==> config.mk <==
export PLATFORM = sky130hd
export DESIGN_NAME = timer16_waveform_capture_ctrl
export DESIGN_NICKNAME = d
export VERILOG_FILES = /design/src/design/timer16_pkg.sv /design/src/design/pin_conditioner.sv /design/src/design/timer16_waveform_capture_ctrl.sv
export SDC_FILE = /design/constraint.sdc
export NUM_CORES = 1
export LEC_CHECK = 0
export BUFFER_PORTS_ARGS = -buffer_cell sky130_fd_sc_hd__buf_4
export CAP_MARGIN = 20
export CORE_MARGIN = 1.5
export CORE_UTILIZATION = 45
export CTS_CLUSTER_DIAMETER = 100
export DETAILED_ROUTE_END_ITERATION = 10
export GPL_TIMING_DRIVEN = 0
export PLACE_DENSITY = 0.63
export SETUP_SLACK_MARGIN = 0.15
export SKIP_LAST_GASP = 1
export SLEW_MARGIN = 20
export SYNTH_ARGS = -nofsm -noshare
export SYNTH_HDL_FRONTEND = slang
export SYNTH_SLANG_ARGS = --single-unit
==> constraint.sdc <==
create_clock -name clk -period 3.8 [get_ports clk]
set_clock_uncertainty 0.05 [all_clocks]
set_input_delay 0.57 -clock clk [delete_from_list [all_inputs] [get_ports clk]]
set_output_delay 0.57 -clock clk [all_outputs]
set_load 0.02 [all_outputs]
==> src/design/timer16_pkg.sv <==
// Constants and types shared by the 16-bit timer control files
package timer16_pkg;
   // ----------------------------------------------------------
   // Bus geometry
   // ----------------------------------------------------------
   localparam int DATA_W = 32;
   localparam int ADR_W = 12;
   localparam int IDX_LSB = 2;
   localparam int IDX_W = ADR_W - IDX_LSB;
   // Register word indices, byte address is four times the index
   localparam logic [IDX_W-1:0] IDX_CTRL_A = 10'h080;
   localparam logic [IDX_W-1:0] IDX_CTRL_B = 10'h081;
   localparam logic [IDX_W-1:0] IDX_COUNT = 10'h084;
   localparam logic [IDX_W-1:0] IDX_CAPTURE = 10'h086;
   localparam logic [IDX_W-1:0] IDX_CMP_A = 10'h088;
   localparam logic [IDX_W-1:0] IDX_CMP_B = 10'h08A;
   localparam logic [IDX_W-1:0] IDX_STATUS = 10'h08C;
   // ----------------------------------------------------------
   // Fields and reset values
   // ----------------------------------------------------------
   localparam int COM_LO_BASE = 6;
   localparam int COM_W = 2;
   localparam int COM_LVL_BIT = 0;
   localparam int WGM_LO_W = 2;
   localparam int WGM_B_LO = 3;
   localparam int FILT_BIT = 7;
   localparam int EDGE_BIT = 6;
   localparam int CS_W = 3;
   localparam logic [7:0] CTRL_B_MASK = 8'hDF;
   localparam logic [7:0] CTRL_RESET = 8'h00;
   localparam logic [15:0] VALUE_RESET = 16'h0000;
   localparam logic [1:0] COM_OFF = 2'h0;
   localparam logic [1:0] COM_TOGGLE = 2'h1;
   localparam int ST_OVF = 0;
   localparam int ST_MATCH_A = 1;
   localparam int ST_MATCH_B = 2;
   localparam int ST_CAPT = 3;
   localparam int ST_W = 4;
   // ----------------------------------------------------------
   // Waveform modes, tops and clock selects
   // ----------------------------------------------------------
   localparam logic [3:0] WGM_NORMAL = 4'h0;
   localparam logic [3:0] WGM_PC8 = 4'h1;
   localparam logic [3:0] WGM_PC9 = 4'h2;
   localparam logic [3:0] WGM_PC10 = 4'h3;
   localparam logic [3:0] WGM_CTC_CMP = 4'h4;
   localparam logic [3:0] WGM_FAST8 = 4'h5;
   localparam logic [3:0] WGM_FAST9 = 4'h6;
   localparam logic [3:0] WGM_FAST10 = 4'h7;
   localparam logic [3:0] WGM_PFC_CAP = 4'h8;
   localparam logic [3:0] WGM_PFC_CMP = 4'h9;
   localparam logic [3:0] WGM_PC_CAP = 4'hA;
   localparam logic [3:0] WGM_PC_CMP = 4'hB;
   localparam logic [3:0] WGM_CTC_CAP = 4'hC;
   localparam logic [3:0] WGM_FAST_CAP = 4'hE;
   localparam logic [3:0] WGM_FAST_CMP = 4'hF;
   localparam logic [15:0] TOP_8BIT = 16'h00FF;
   localparam logic [15:0] TOP_9BIT = 16'h01FF;
   localparam logic [15:0] TOP_10BIT = 16'h03FF;
   localparam logic [15:0] COUNT_MAX = 16'hFFFF;
   localparam logic [15:0] COUNT_BOTTOM = 16'h0000;
   localparam logic [15:0] COUNT_STEP = 16'h0001;
   localparam int PRESC_W = 10;
   localparam logic [PRESC_W-1:0] PRESC_STEP = 10'h001;
   localparam logic [PRESC_W-1:0] DIV8_MASK = 10'h007;
   localparam logic [PRESC_W-1:0] DIV64_MASK = 10'h03F;
   localparam logic [PRESC_W-1:0] DIV256_MASK = 10'h0FF;
   localparam logic [PRESC_W-1:0] DIV1024_MASK = 10'h3FF;
   localparam logic [CS_W-1:0] CS_STOP = 3'h0;
   localparam logic [CS_W-1:0] CS_DIV1 = 3'h1;
   localparam logic [CS_W-1:0] CS_DIV8 = 3'h2;
   localparam logic [CS_W-1:0] CS_DIV64 = 3'h3;
   localparam logic [CS_W-1:0] CS_DIV256 = 3'h4;
   localparam logic [CS_W-1:0] CS_DIV1024 = 3'h5;
   localparam logic [CS_W-1:0] CS_EXT_FALL = 3'h6;
   localparam logic [CS_W-1:0] CS_EXT_RISE = 3'h7;
   localparam int FILTER_SAMPLES = 4;
   typedef enum logic [2:0] {
      KIND_NORMAL, KIND_CTC, KIND_FAST, KIND_PHASE, KIND_PFC, KIND_RSVD
   } wave_kind_e;
endpackage

==> src/design/pin_conditioner.sv <==
// Pin synchroniser with optional equal-sample noise filter
`timescale 1ns/1ns
module pin_conditioner #(
   parameter int SAMPLES = timer16_pkg::FILTER_SAMPLES
) (
   // Clock and reset
   input logic clk,
   input logic reset,
   // Pin and control
   input logic pin,
   input logic filter_en,
   // Conditioned level
   output logic level
);
   import timer16_pkg::*;

   typedef struct packed {
      logic s1;
      logic s2;
      logic s3;
      logic qual;
      logic filt;
      logic [7:0] run;
   } cond_s;

   cond_s cond_reg;
   cond_s cond_next;

   // ----------------------------------------------------------
   // Qualify, then filter
   // ----------------------------------------------------------
   always_comb begin
      cond_next = cond_reg;
      cond_next.s1 = pin;
      cond_next.s2 = cond_reg.s1;
      cond_next.s3 = cond_reg.s2;
      if (cond_reg.s2 == cond_reg.s3) begin
         cond_next.qual = cond_reg.s3;
      end
      // Count successive samples that differ from the held output
      if (cond_reg.qual != cond_reg.filt) begin
         if (cond_reg.run == 8'(SAMPLES - 1)) begin
            cond_next.filt = cond_reg.qual;
            cond_next.run = '0;
         end else begin
            cond_next.run = cond_reg.run + 8'h01;
         end
      end else begin
         cond_next.run = '0;
      end
   end

   always_ff @(posedge clk) begin
      if (reset) begin
         cond_reg <= '0;
      end else begin
         cond_reg <= cond_next;
      end
   end

   assign level = filter_en ? cond_reg.filt : cond_reg.qual;
endmodule

==> src/design/timer16_waveform_capture_ctrl.sv <==
// 16-bit timer control: waveform modes, compare outputs, capture
//
// The implementer's own choice: the Wishbone register port.
`timescale 1ns/1ns
// Contract
// - Nonzero compare output mode routes the channel waveform to its pin, except mode 1 in modes where toggle is not allowed.
// - Pad driver enabled only when the pin direction selects output.
// - Non-PWM: mode 0 off, 1 toggle, 2 clear, 3 set on match.
// - Fast PWM mode 1 toggles A only in modes 14/15; else off.
// - Fast PWM: 2 clears on match, sets at bottom; 3 inverse.
// - Fast PWM modes 2/3: match at TOP ignored, bottom action still done.
// - Dual-slope mode 1 toggles A only in modes 9/11; else off.
// - Dual-slope: 2 clears up, sets down on match; 3 inverse.
// - Waveform mode: two bits in control A, two in control B.
// - Mode 0 normal, TOP 0xFFFF, immediate update, overflow at MAX.
// - Modes 1-3 phase correct 8/9/10 bit, update TOP, flag BOTTOM.
// - Mode 4 clear-on-match, TOP compare A, immediate, flag MAX.
// - Mode 12 clear-on-match, TOP capture; mode 13 reserved.
// - Modes 5-7 fast PWM 8/9/10 bit, update BOTTOM, flag TOP.
// - Modes 8/9 phase-frequency correct, update and flag at BOTTOM.
// - Modes 10/11 phase correct, update TOP, flag BOTTOM.
// - Filter changes output after four successive equal samples.
// - Filter delays capture events by four clock cycles.
// - Edge select 0 captures falling edge, 1 rising edge.
// - Capture copies counter to capture register and sets flag.
// - Capture disabled while the capture register is TOP.
// - Clock select: stop, divide 1..1024, external falling/rising.
module timer16_waveform_capture_ctrl #(
   parameter int CHANNELS = 2
) (
   // Clock and reset
   input logic clk,
   input logic reset,
   // Wishbone slave
   input logic wb_cyc,
   input logic wb_stb,
   input logic wb_we,
   input logic [3:0] wb_sel,
   input logic [timer16_pkg::ADR_W-1:0] wb_adr,
   input logic [timer16_pkg::DATA_W-1:0] wb_dat_w,
   output logic [timer16_pkg::DATA_W-1:0] wb_dat_r,
   output logic wb_ack,
   // Pins
   input logic capture_input_pin,
   input logic ext_clk_pin,
   // Ordinary port function of the compare pins
   input logic port_out_a,
   input logic port_out_b,
   input logic port_dir_a,
   input logic port_dir_b,
   // Compare pads
   output logic wave_out_a,
   output logic wave_out_a_oe,
   output logic wave_out_b,
   output logic wave_out_b_oe,
   // Flags
   output logic overflow_flag,
   output logic capture_flag
);
   import timer16_pkg::*;

   typedef struct packed {
      logic [7:0] ctrl_a;
      logic [7:0] ctrl_b;
      logic [15:0] count;
      logic [15:0] capture;
      logic [CHANNELS-1:0][15:0] cmp;
      logic [CHANNELS-1:0][15:0] cmp_buf;
      logic down;
      logic [PRESC_W-1:0] presc;
      logic [CHANNELS-1:0] wave;
      logic [ST_W-1:0] flags;
      logic skip_match;
      logic ext_prev;
      logic cap_prev;
      logic ack;
      logic [DATA_W-1:0] rdata;
      logic [CHANNELS-1:0] pad;
      logic [CHANNELS-1:0] pad_oe;
   } state_s;

   state_s state_reg;
   state_s state_next;

   logic [3:0] waveform_mode_sel;
   wave_kind_e kind;
   logic [15:0] top;
   logic top_is_capture;
   logic non_pwm;
   logic a_toggle_mode;
   logic tick;
   logic at_top;
   logic at_bottom;
   logic cap_level;
   logic ext_level;
   logic [CHANNELS-1:0] conn;
   logic [CHANNELS-1:0] match;
   logic [CHANNELS-1:0] wave_nxt;
   logic [CHANNELS-1:0] port_out;
   logic [CHANNELS-1:0] port_dir;

   assign port_out = {port_out_b, port_out_a};
   assign port_dir = {port_dir_b, port_dir_a};

   // ----------------------------------------------------------
   // Pin conditioning
   // ----------------------------------------------------------
   pin_conditioner #(.SAMPLES(FILTER_SAMPLES)) u_cap_cond (
      .clk(clk),
      .reset(reset),
      .pin(capture_input_pin),
      .filter_en(state_reg.ctrl_b[FILT_BIT]),
      .level(cap_level)
   );

   pin_conditioner #(.SAMPLES(FILTER_SAMPLES)) u_ext_cond (
      .clk(clk),
      .reset(reset),
      .pin(ext_clk_pin),
      .filter_en(1'b0),
      .level(ext_level)
   );

   // ----------------------------------------------------------
   // Waveform mode decode
   // ----------------------------------------------------------
   assign waveform_mode_sel = {state_reg.ctrl_b[WGM_B_LO +: WGM_LO_W],
                               state_reg.ctrl_a[WGM_LO_W-1:0]};

   always_comb begin
      kind = KIND_RSVD;
      top = COUNT_MAX;
      top_is_capture = 1'b0;
      case (waveform_mode_sel)
         WGM_NORMAL: kind = KIND_NORMAL;
         WGM_PC8: begin
            kind = KIND_PHASE;
            top = TOP_8BIT;
         end
         WGM_PC9: begin
            kind = KIND_PHASE;
            top = TOP_9BIT;
         end
         WGM_PC10: begin
            kind = KIND_PHASE;
            top = TOP_10BIT;
         end
         WGM_CTC_CMP: begin
            kind = KIND_CTC;
            top = state_reg.cmp[0];
         end
         WGM_FAST8: begin
            kind = KIND_FAST;
            top = TOP_8BIT;
         end
         WGM_FAST9: begin
            kind = KIND_FAST;
            top = TOP_9BIT;
         end
         WGM_FAST10: begin
            kind = KIND_FAST;
            top = TOP_10BIT;
         end
         WGM_PFC_CAP: begin
            kind = KIND_PFC;
            top = state_reg.capture;
            top_is_capture = 1'b1;
         end
         WGM_PFC_CMP: begin
            kind = KIND_PFC;
            top = state_reg.cmp[0];
         end
         WGM_PC_CAP: begin
            kind = KIND_PHASE;
            top = state_reg.capture;
            top_is_capture = 1'b1;
         end
         WGM_PC_CMP: begin
            kind = KIND_PHASE;
            top = state_reg.cmp[0];
         end
         WGM_CTC_CAP: begin
            kind = KIND_CTC;
            top = state_reg.capture;
            top_is_capture = 1'b1;
         end
         WGM_FAST_CAP: begin
            kind = KIND_FAST;
            top = state_reg.capture;
            top_is_capture = 1'b1;
         end
         WGM_FAST_CMP: begin
            kind = KIND_FAST;
            top = state_reg.cmp[0];
         end
         default: kind = KIND_RSVD;
      endcase
   end

   assign non_pwm = (kind == KIND_NORMAL) || (kind == KIND_CTC) ||
                    (kind == KIND_RSVD);
   assign a_toggle_mode = (waveform_mode_sel == WGM_PFC_CMP) ||
                          (waveform_mode_sel == WGM_PC_CMP) ||
                          (waveform_mode_sel == WGM_FAST_CAP) ||
                          (waveform_mode_sel == WGM_FAST_CMP);
   assign at_top = (state_reg.count == top);
   assign at_bottom = (state_reg.count == COUNT_BOTTOM);

   // ----------------------------------------------------------
   // Clock select
   // ----------------------------------------------------------
   always_comb begin
      case (state_reg.ctrl_b[CS_W-1:0])
         CS_STOP: tick = 1'b0;
         CS_DIV1: tick = 1'b1;
         CS_DIV8: tick = (state_reg.presc & DIV8_MASK) == DIV8_MASK;
         CS_DIV64: tick = (state_reg.presc & DIV64_MASK) == DIV64_MASK;
         CS_DIV256: tick = (state_reg.presc & DIV256_MASK) == DIV256_MASK;
         CS_DIV1024: tick = state_reg.presc == DIV1024_MASK;
         CS_EXT_FALL: tick = state_reg.ext_prev && !ext_level;
         CS_EXT_RISE: tick = !state_reg.ext_prev && ext_level;
         default: tick = 1'b0;
      endcase
   end

   // ----------------------------------------------------------
   // Compare output units
   // ----------------------------------------------------------
   for (genvar ch = 0; ch < CHANNELS; ch++) begin : g_ch
      logic [COM_W-1:0] com;
      logic toggle_ok;
      logic w;
      assign com = state_reg.ctrl_a[COM_LO_BASE - COM_W*ch +: COM_W];
      assign toggle_ok = non_pwm || (ch == 0 && a_toggle_mode);
      assign conn[ch] = (com != COM_OFF) &&
                        (com != COM_TOGGLE || toggle_ok);
      assign match[ch] = tick && !state_reg.skip_match &&
                         (state_reg.count == state_reg.cmp[ch]);
      always_comb begin
         // Held while disconnected
         w = state_reg.wave[ch];
         if (conn[ch] && tick && kind != KIND_RSVD) begin
            if (com == COM_TOGGLE) begin
               if (match[ch]) begin
                  w = !state_reg.wave[ch];
               end
            end else if (non_pwm) begin
               if (match[ch]) begin
                  w = com[COM_LVL_BIT];
               end
            end else if (kind == KIND_FAST) begin
               if (at_top) begin
                  w = !com[COM_LVL_BIT];
               end else if (match[ch]) begin
                  w = com[COM_LVL_BIT];
               end
            end else if (match[ch]) begin
               w = state_reg.down ^ com[COM_LVL_BIT];
            end
         end
      end
      assign wave_nxt[ch] = w;
   end

   // ----------------------------------------------------------
   // Register bus helpers
   // ----------------------------------------------------------
   function automatic logic [15:0] merge16(input logic [15:0] old,
                                           input logic [DATA_W-1:0] d,
                                           input logic [3:0] sel);
      merge16 = old;
      if (sel[0]) begin
         merge16[7:0] = d[7:0];
      end
      if (sel[1]) begin
         merge16[15:8] = d[15:8];
      end
   endfunction

   // ----------------------------------------------------------
   // Next state
   // ----------------------------------------------------------
   always_comb begin
      logic req;
      logic wr;
      logic imm;
      logic upd;
      logic cap_edge;
      logic [IDX_W-1:0] idx;
      logic [ST_W-1:0] set;
      logic [ST_W-1:0] clr;
      req = wb_cyc && wb_stb;
      wr = req && state_reg.ack && wb_we;
      idx = wb_adr[ADR_W-1:IDX_LSB];
      imm = (kind == KIND_NORMAL) || (kind == KIND_CTC);
      upd = 1'b0;
      set = '0;
      clr = '0;
      cap_edge = 1'b0;
      state_next = state_reg;
      state_next.presc = state_reg.presc + PRESC_STEP;
      state_next.ext_prev = ext_level;
      state_next.cap_prev = cap_level;
      if (tick) begin
         state_next.skip_match = 1'b0;
      end

      // Counter sequence
      if (tick) begin
         case (kind)
            KIND_NORMAL, KIND_CTC: begin
               state_next.count = at_top ? COUNT_BOTTOM :
                                  state_reg.count + COUNT_STEP;
               set[ST_OVF] = state_reg.count == COUNT_MAX;
            end
            KIND_FAST: begin
               state_next.count = at_top ? COUNT_BOTTOM :
                                  state_reg.count + COUNT_STEP;
               set[ST_OVF] = at_top;
               upd = at_top;
            end
            KIND_PHASE, KIND_PFC: begin
               if (state_reg.down && at_bottom) begin
                  state_next.down = 1'b0;
                  state_next.count = state_reg.count + COUNT_STEP;
               end else if (!state_reg.down && at_top) begin
                  state_next.down = 1'b1;
                  state_next.count = state_reg.count - COUNT_STEP;
               end else if (state_reg.down) begin
                  state_next.count = state_reg.count - COUNT_STEP;
               end else begin
                  state_next.count = state_reg.count + COUNT_STEP;
               end
               set[ST_OVF] = at_bottom;
               upd = (kind == KIND_PHASE) ? at_top : at_bottom;
            end
            default: state_next.count = state_reg.count;
         endcase
      end
      if (upd) begin
         state_next.cmp = state_reg.cmp_buf;
      end
      set[ST_MATCH_A] = match[0];
      set[ST_MATCH_B] = match[1];
      state_next.wave = wave_nxt;

      // Input capture
      cap_edge = state_reg.ctrl_b[EDGE_BIT] ?
                 (!state_reg.cap_prev && cap_level) :
                 (state_reg.cap_prev && !cap_level);
      if (cap_edge && !top_is_capture) begin
         state_next.capture = state_reg.count;
         set[ST_CAPT] = 1'b1;
      end

      // Bus answer and read data
      state_next.ack = req && !state_reg.ack;
      if (req && !state_reg.ack) begin
         case (idx)
            IDX_CTRL_A: state_next.rdata = DATA_W'(state_reg.ctrl_a);
            IDX_CTRL_B: state_next.rdata = DATA_W'(state_reg.ctrl_b);
            IDX_COUNT: state_next.rdata = DATA_W'(state_reg.count);
            IDX_CAPTURE: state_next.rdata = DATA_W'(state_reg.capture);
            IDX_CMP_A: state_next.rdata = DATA_W'(state_reg.cmp_buf[0]);
            IDX_CMP_B: state_next.rdata = DATA_W'(state_reg.cmp_buf[1]);
            IDX_STATUS: state_next.rdata = DATA_W'(state_reg.flags);
            default: state_next.rdata = '0;
         endcase
      end

      // Register writes take effect at the acknowledged edge
      if (wr) begin
         case (idx)
            IDX_CTRL_A: begin
               if (wb_sel[0]) begin
                  state_next.ctrl_a = wb_dat_w[7:0];
               end
            end
            IDX_CTRL_B: begin
               if (wb_sel[0]) begin
                  state_next.ctrl_b = wb_dat_w[7:0] & CTRL_B_MASK;
               end
            end
            IDX_COUNT: begin
               state_next.count = merge16(state_reg.count, wb_dat_w,
                                          wb_sel);
               state_next.skip_match = |wb_sel[1:0];
            end
            IDX_CAPTURE: begin
               state_next.capture = merge16(state_reg.capture, wb_dat_w,
                                            wb_sel);
            end
            IDX_CMP_A, IDX_CMP_B: begin
               for (int c = 0; c < CHANNELS; c++) begin
                  if (idx == (c == 0 ? IDX_CMP_A : IDX_CMP_B)) begin
                     state_next.cmp_buf[c] = merge16(state_reg.cmp_buf[c],
                                                     wb_dat_w, wb_sel);
                     if (imm) begin
                        state_next.cmp[c] = state_next.cmp_buf[c];
                     end
                  end
               end
            end
            IDX_STATUS: begin
               if (wb_sel[0]) begin
                  clr = wb_dat_w[ST_W-1:0];
               end
            end
            default: state_next.rdata = state_reg.rdata;
         endcase
      end
      // A flag set in the clearing cycle survives
      state_next.flags = (state_reg.flags & ~clr) | set;

      // Compare pads
      for (int c = 0; c < CHANNELS; c++) begin
         state_next.pad[c] = conn[c] ? wave_nxt[c] : port_out[c];
         state_next.pad_oe[c] = port_dir[c];
      end
   end

   always_ff @(posedge clk) begin
      if (reset) begin
         state_reg <= '0;
      end else begin
         state_reg <= state_next;
      end
   end

   // ----------------------------------------------------------
   // Outputs
   // ----------------------------------------------------------
   assign wb_dat_r = state_reg.rdata;
   assign wb_ack = state_reg.ack;
   assign wave_out_a = state_reg.pad[0];
   assign wave_out_a_oe = state_reg.pad_oe[0];
   assign wave_out_b = state_reg.pad[1];
   assign wave_out_b_oe = state_reg.pad_oe[1];
   assign overflow_flag = state_reg.flags[ST_OVF];
   assign capture_flag = state_reg.flags[ST_CAPT];
endmodule

[Word level (Yosys, flattened, before mapping)]
Index checks and enable logic that the tools add are counted.
W data, S select, Z words.
Operators by class
  $add $sub $neg: 4
  multiply operators: 0
  div/mod/pow operators: 0
  order comparisons: 0
  eq/ne operators: 55
  shifts and indexed selects: 0
  muxes and demuxes: 66
  bitwise gates (word level): 6
  reduce and logical (&&, ||, !) cells: 69
Operator list (number)
  $mux W16: 14
  $mux W32: 4
  $pmux W16 S7: 1
  $mux W96: 1
  $pmux W16 S5: 1
  $eq A10 B8 Y1 const B: 7
  $mux W64: 1
  $eq A16 B16 Y1: 3
  $mux W8: 6
  $pmux W16 S2: 1
  $mux W1: 30
  $eq A4 B4 Y1 const B: 7
  $eq A3 B3 Y1 const B: 7
  $logic_and A1 B1 Y1: 20
  $reduce_or A2 Y1: 9
  $add A16 B1 Y16 const B: 1
  $eq A16 B16 Y1 const B: 1
  $eq A4 B3 Y1 const B: 4
  $logic_not A16 Y1: 1
  $sub A16 B1 Y16 const B: 1
  $ne A3 B3 Y1 const B: 5
  $pmux W3 S5: 1
  $reduce_and A3 Y1: 5
  $eq A3 B2 Y1 const B: 4
  33 further kinds: 65
Word-level totals
  flip-flop bits (word level): 185
  latch bits: 0
  memory bits (writable): 0
  memory bits (read-only): 0
  input bits: 59
  output and inout bits: 39
  word-level logic and storage cells: 231
  memories kept: 0

[Longest topological paths before layout]
  depth after elaboration: 13
  mapped depth: 15
  mapped depth without buffers: 11

[Hierarchy]
Synthesis repeated with hierarchy kept, for this count alone.
Unflattened totals
  cells, all modules: 1307
  area total of the unflattened synthesis: 10490.1 sq um
By module, submodules not included
  timer16_waveform_capture_ctrl: times used 1, cells each 1195, area an instance 9456.6 sq um, sequential area each 3042.9 sq um
  pin_conditioner: times used 2, cells each 56, area an instance 516.7 sq um, sequential area each 260.2 sq um

[Worst setup path before layout]
No wires, ideal clock.
  kind: reg-to-reg
  start point: register state_reg[156] (netlist name)
  end point: register state_reg, in the netlist wave_out_b
  setup time: 0.121 ns
  arrival: 3.053 ns
  data required time: 3.629 ns
  setup slack: 0.576 ns
  stages on the path, launching flop included: 15
  buffers on the path: 5
  clock period less this slack: 3.224 ns
  cells stage by stage: dfxtp_1 buf_6 nand2b_4 buf_6 buf_6 buf_8 a31oi_1 a21oi_1 xnor2_1 or4b_1 buf_2 or4_4 and3_1 o31a_1 mux2_2
Between the ends
  longest elaborated chain between the ends: 12
  elaborated cells on any way between the ends: 44
  classes of those cells: 19 x eq/ne; 8 x mux; 17 x reduce/logical
RTL lines
  start, declared: RTL line timer16_waveform_capture_ctrl.sv:82  | state_s state_reg;
  start signal, assigned: RTL line timer16_waveform_capture_ctrl.sv:426  | state_reg <= state_next;
  parallel branches: the longest is 11 deep, another holds $pmux W16 S5
  $mux W1 *: RTL line timer16_waveform_capture_ctrl.sv:417  | state_next.pad[c] = conn[c] ? wave_nxt[c] : port_out[c];
Mark *: on every way between the ends.
A chain may end at the register's enable or synchronous reset.

[Worst setup path after layout]
  start point: register state_reg[161] (netlist name)
  end point: register state_reg, in the netlist wave_out_b
Same word-level chain as after synthesis.

==> qor.txt <==
CTS buffer count = 17
Hold Violations, Final = 0
Critical Path Start Type = register
CP arrival = 3.91 ns
area delta synth->final = 16.9%
Most Frequent Cell on Critical Path = buf_4
FILL cells = 2149
CTS tree = yes
period utilization = 95.3%
I/O pin count = 98
layout cells sized above 1 = 15.7%
vias in the first global route = 9757
DRT Pass-1 Iters = 9
Hold Path Origin = port_dir_a
Endpoint, Worst Hold = wave_out_a_oe$_SDFF_PP0_
Antenna Nets Post-Route = 0
endpoints failing setup = 0
initial antenna violation count = 1
Async S/R FF share, synth = 0%
GRT Total Usage = 33.7%
Detailed Place HPWL = 29.4 mm
global placement routability congestion = 1.00
htree depth = 4
synth unique cells = 77
post-synthesis cell count = 1307
Synth warnings = 0
Req. time, crit path = 4.09 ns
buffers added on ports = 54
Slew headroom = 35.5%
core area = 0.0218 sq mm
Post-synth EDFFs = 0
Hold Crit Depth = 2
Iter 0 DRT Violations = 1517
status = completed
routed length per placed instance = 23.5 um
gr ovfl total = 0
Post-DP Area = 0.0109 sq mm
# nets final = 1467
Seq/Total Area, Yosys = 33.7%
Register-to-Register Path Depth = 12
area of the multi-input gates = 0.00604 sq mm
worst min path class = in2reg
largest net degree at the start of global routing = 20
fmax = 276 MHz
Largest register FFs = 125
M2 GR Usage = 50.2%
RSZ-0062 raised after global routing = true
r2r endpoint = wave_out_b$_SDFF_PP0_
clk sinks = 169
Syn Area/Cell = 7.68 sq um
CP peak stage delay = 0.57 ns
crit end category = register
die area = 0.0232 sq mm
vias = 10800
Max VDD drop = 319 uV
max-cap violation count = 0
CP max stage cell = or4_4
final setup margin = 0.177 ns
# DRC = 0
initial core utilization = 46.0%
std cell rows = 54
Final min period = 3.62 ns
Top FF cell, synth = dfxtp_1
CTS Hold Bufs = 0
Pleak = 4.28 nW
register area = 0.00338 sq mm
Layout Cells excl Fill = 1696
GR Util met1 = 46.9%
Setup WS pre-CTS = -0.551 ns
GR Util met3 = 6.26%
Post-Syn Area = 0.0100 sq mm
Design Area, Final = 0.0117 sq mm
diodes inserted = 0
Slew Viols, Final = 0
CTS clock-pin slew for the worst setup and hold paths = 0.08 ns
PD cells = 347 mW/mm^2
vias per std cell = 6.35
Worst Path Max Fanout = 10
final wirelength = 39.9 mm
layer with the highest usage = met2
placed cells = 1658
Vert. Die Dim = 152 um
worst r2r src = state_reg[161]$_SDFFE_PP0P_
Tightest Pin Transition = 0.967 ns
Seq cells post-synth = 169
r2r setup slk = 0.18 ns
clock root buffer = clkbuf_16
Longest Clk Path Bufs = 2
kind of critical path = reg2reg
crit path cell chain = buf_4 -> buf_4 -> buf_4 -> o21ai_1 -> a31oi_1 -> or3_1 -> a22oi_2 -> nand2_1 -> or4_4 -> and3_1 -> o31a_1 -> mux2_2
global-route wire length before repair = 59.6 mm
clk_lat worst skew = 0.45 ns
die width = 152 um
layout by cell type (no fill, tap or decap), types with 17 or more instances in the layout:
cell       instances
clkbuf_16         17
nor2b_1           22
a31oi_1           19
o21ai_0           39
xor2_1            31
a21oi_1          148
dfxtp_1          168
nor3_1            28
xnor2_1           20
buf_4             96
nor2_1           102
inv_1             31
nand3_1           46
nand2_1          169
and3_1            39
clkbuf_1          71
mux2i_1           19
a22oi_1           28
synthesized netlist by cell type (all sizes together) (8+ instances only):
library cell	number	area (sq um)
nand3	46	230
o211ai	10	80.1
dfxtp	169	3380
or3	13	81.3
and2	8	50.1
a31oi	20	125
mux2i	20	200
a22o	12	105
nor4	13	81.3
xor2	31	272
a21oi	150	751
o221a	12	135
nor2	102	383
clkbuf	82	309
nand2	172	646
o21ai	42	210
buf	61	423
and3	39	244
a222oi	16	160
xnor2	22	193
o21a	13	97.6
nor2b	22	138
nand2b	14	95.1
inv	32	120
nor3	31	155
nand4	13	81.3
o221ai	11	96.3
a22oi	29	218
metrics by stage:
stage	power [mW]	TNS (ns)	utilization, %	hold WS, ns
after detailed placement	2.20	-13.56	49.8	0.395
after global placement	2.20	-15.69	49.7	0.371
after global routing	4.15	0	53.8	0.281
final	4.07	0	53.8	0.273
after floorplan	2.04	0	-	0.364
after CTS	4.04	0	53.1	0.275
routing by layer:
layer	wire length [um]	part of all wire, %
met3	4570	11
met1	16400	41
met5	12	0.030
met4	2010	5.0
met2	16900	42
area by class of cell:
cell class	instances	area share (%)
clock inverter	15	1.64
sequential	169	28.8
buffer	143	6.49
multi-input combinational	978	51.5
timing repair buffer	62	3.92
clock buffer	17	3.63
tap	280	2.99
inverter	32	1.02
critical path, delay by kind of cell (launching register included):
family                 cells  cell delay, ns
DFF                        1            0.36
buffers and inverters      3            0.60
AOI/OAI and AO/OA          4            0.88
and+or+nand+nor            4            1.35
muxes                      1            0.26
power by group:
part | switching [mW] | internal (mW)
registers | 0.00970 | 1.78
clock network | 0.927 | 0.956
logic | 0.264 | 0.128
timing repair:
action                     4_1_cts  5_1_grt
cloned                           0        0
pin swaps                        2        4
setup buffers                    2        4
setup endpoints to repair       52       49
resized for setup               19       42
worst max-delay path by stage:
stage | startpoint | to | slack [ns] | cells past startpoint
floorplan | state_reg[156]$_SDFFE_PP0P_ | wave_out_b$_SDFF_PP0_ | 0.58 | 14
global placement | state_reg[138]$_SDFFE_PP0P_ | state_reg[152]$_SDFFE_PP0P_ | -0.62 | 12
detailed placement | state_reg[157]$_SDFFE_PP0P_ | state_reg[139]$_SDFFE_PP0P_ | -0.55 | 14
CTS | state_reg[138]$_SDFFE_PP0P_ | state_reg[139]$_SDFFE_PP0P_ | 0.14 | 12
global route | state_reg[161]$_SDFFE_PP0P_ | state_reg[139]$_SDFFE_PP0P_ | 0.14 | 11
finish | state_reg[161]$_SDFFE_PP0P_ | wave_out_b$_SDFF_PP0_ | 0.18 | 12
logic make-up after synthesis:
| kind of cell | after synthesis | share of synthesized area (%) |
|---|---|---|
| adders and majority gates | 5 | 0.624 |
| DFF | 169 | 33.7 |
| other | 1 | 0.0374 |
| AOI/OAI and AO/OA | 367 | 24.3 |
| muxes | 31 | 3.72 |
| buffers and inverters | 175 | 8.49 |
| xor gates and xnor gates | 53 | 4.63 |
| and+or+nand+nor | 506 | 24.5 |
Note: power is estimated with default switching activity, not from simulation.
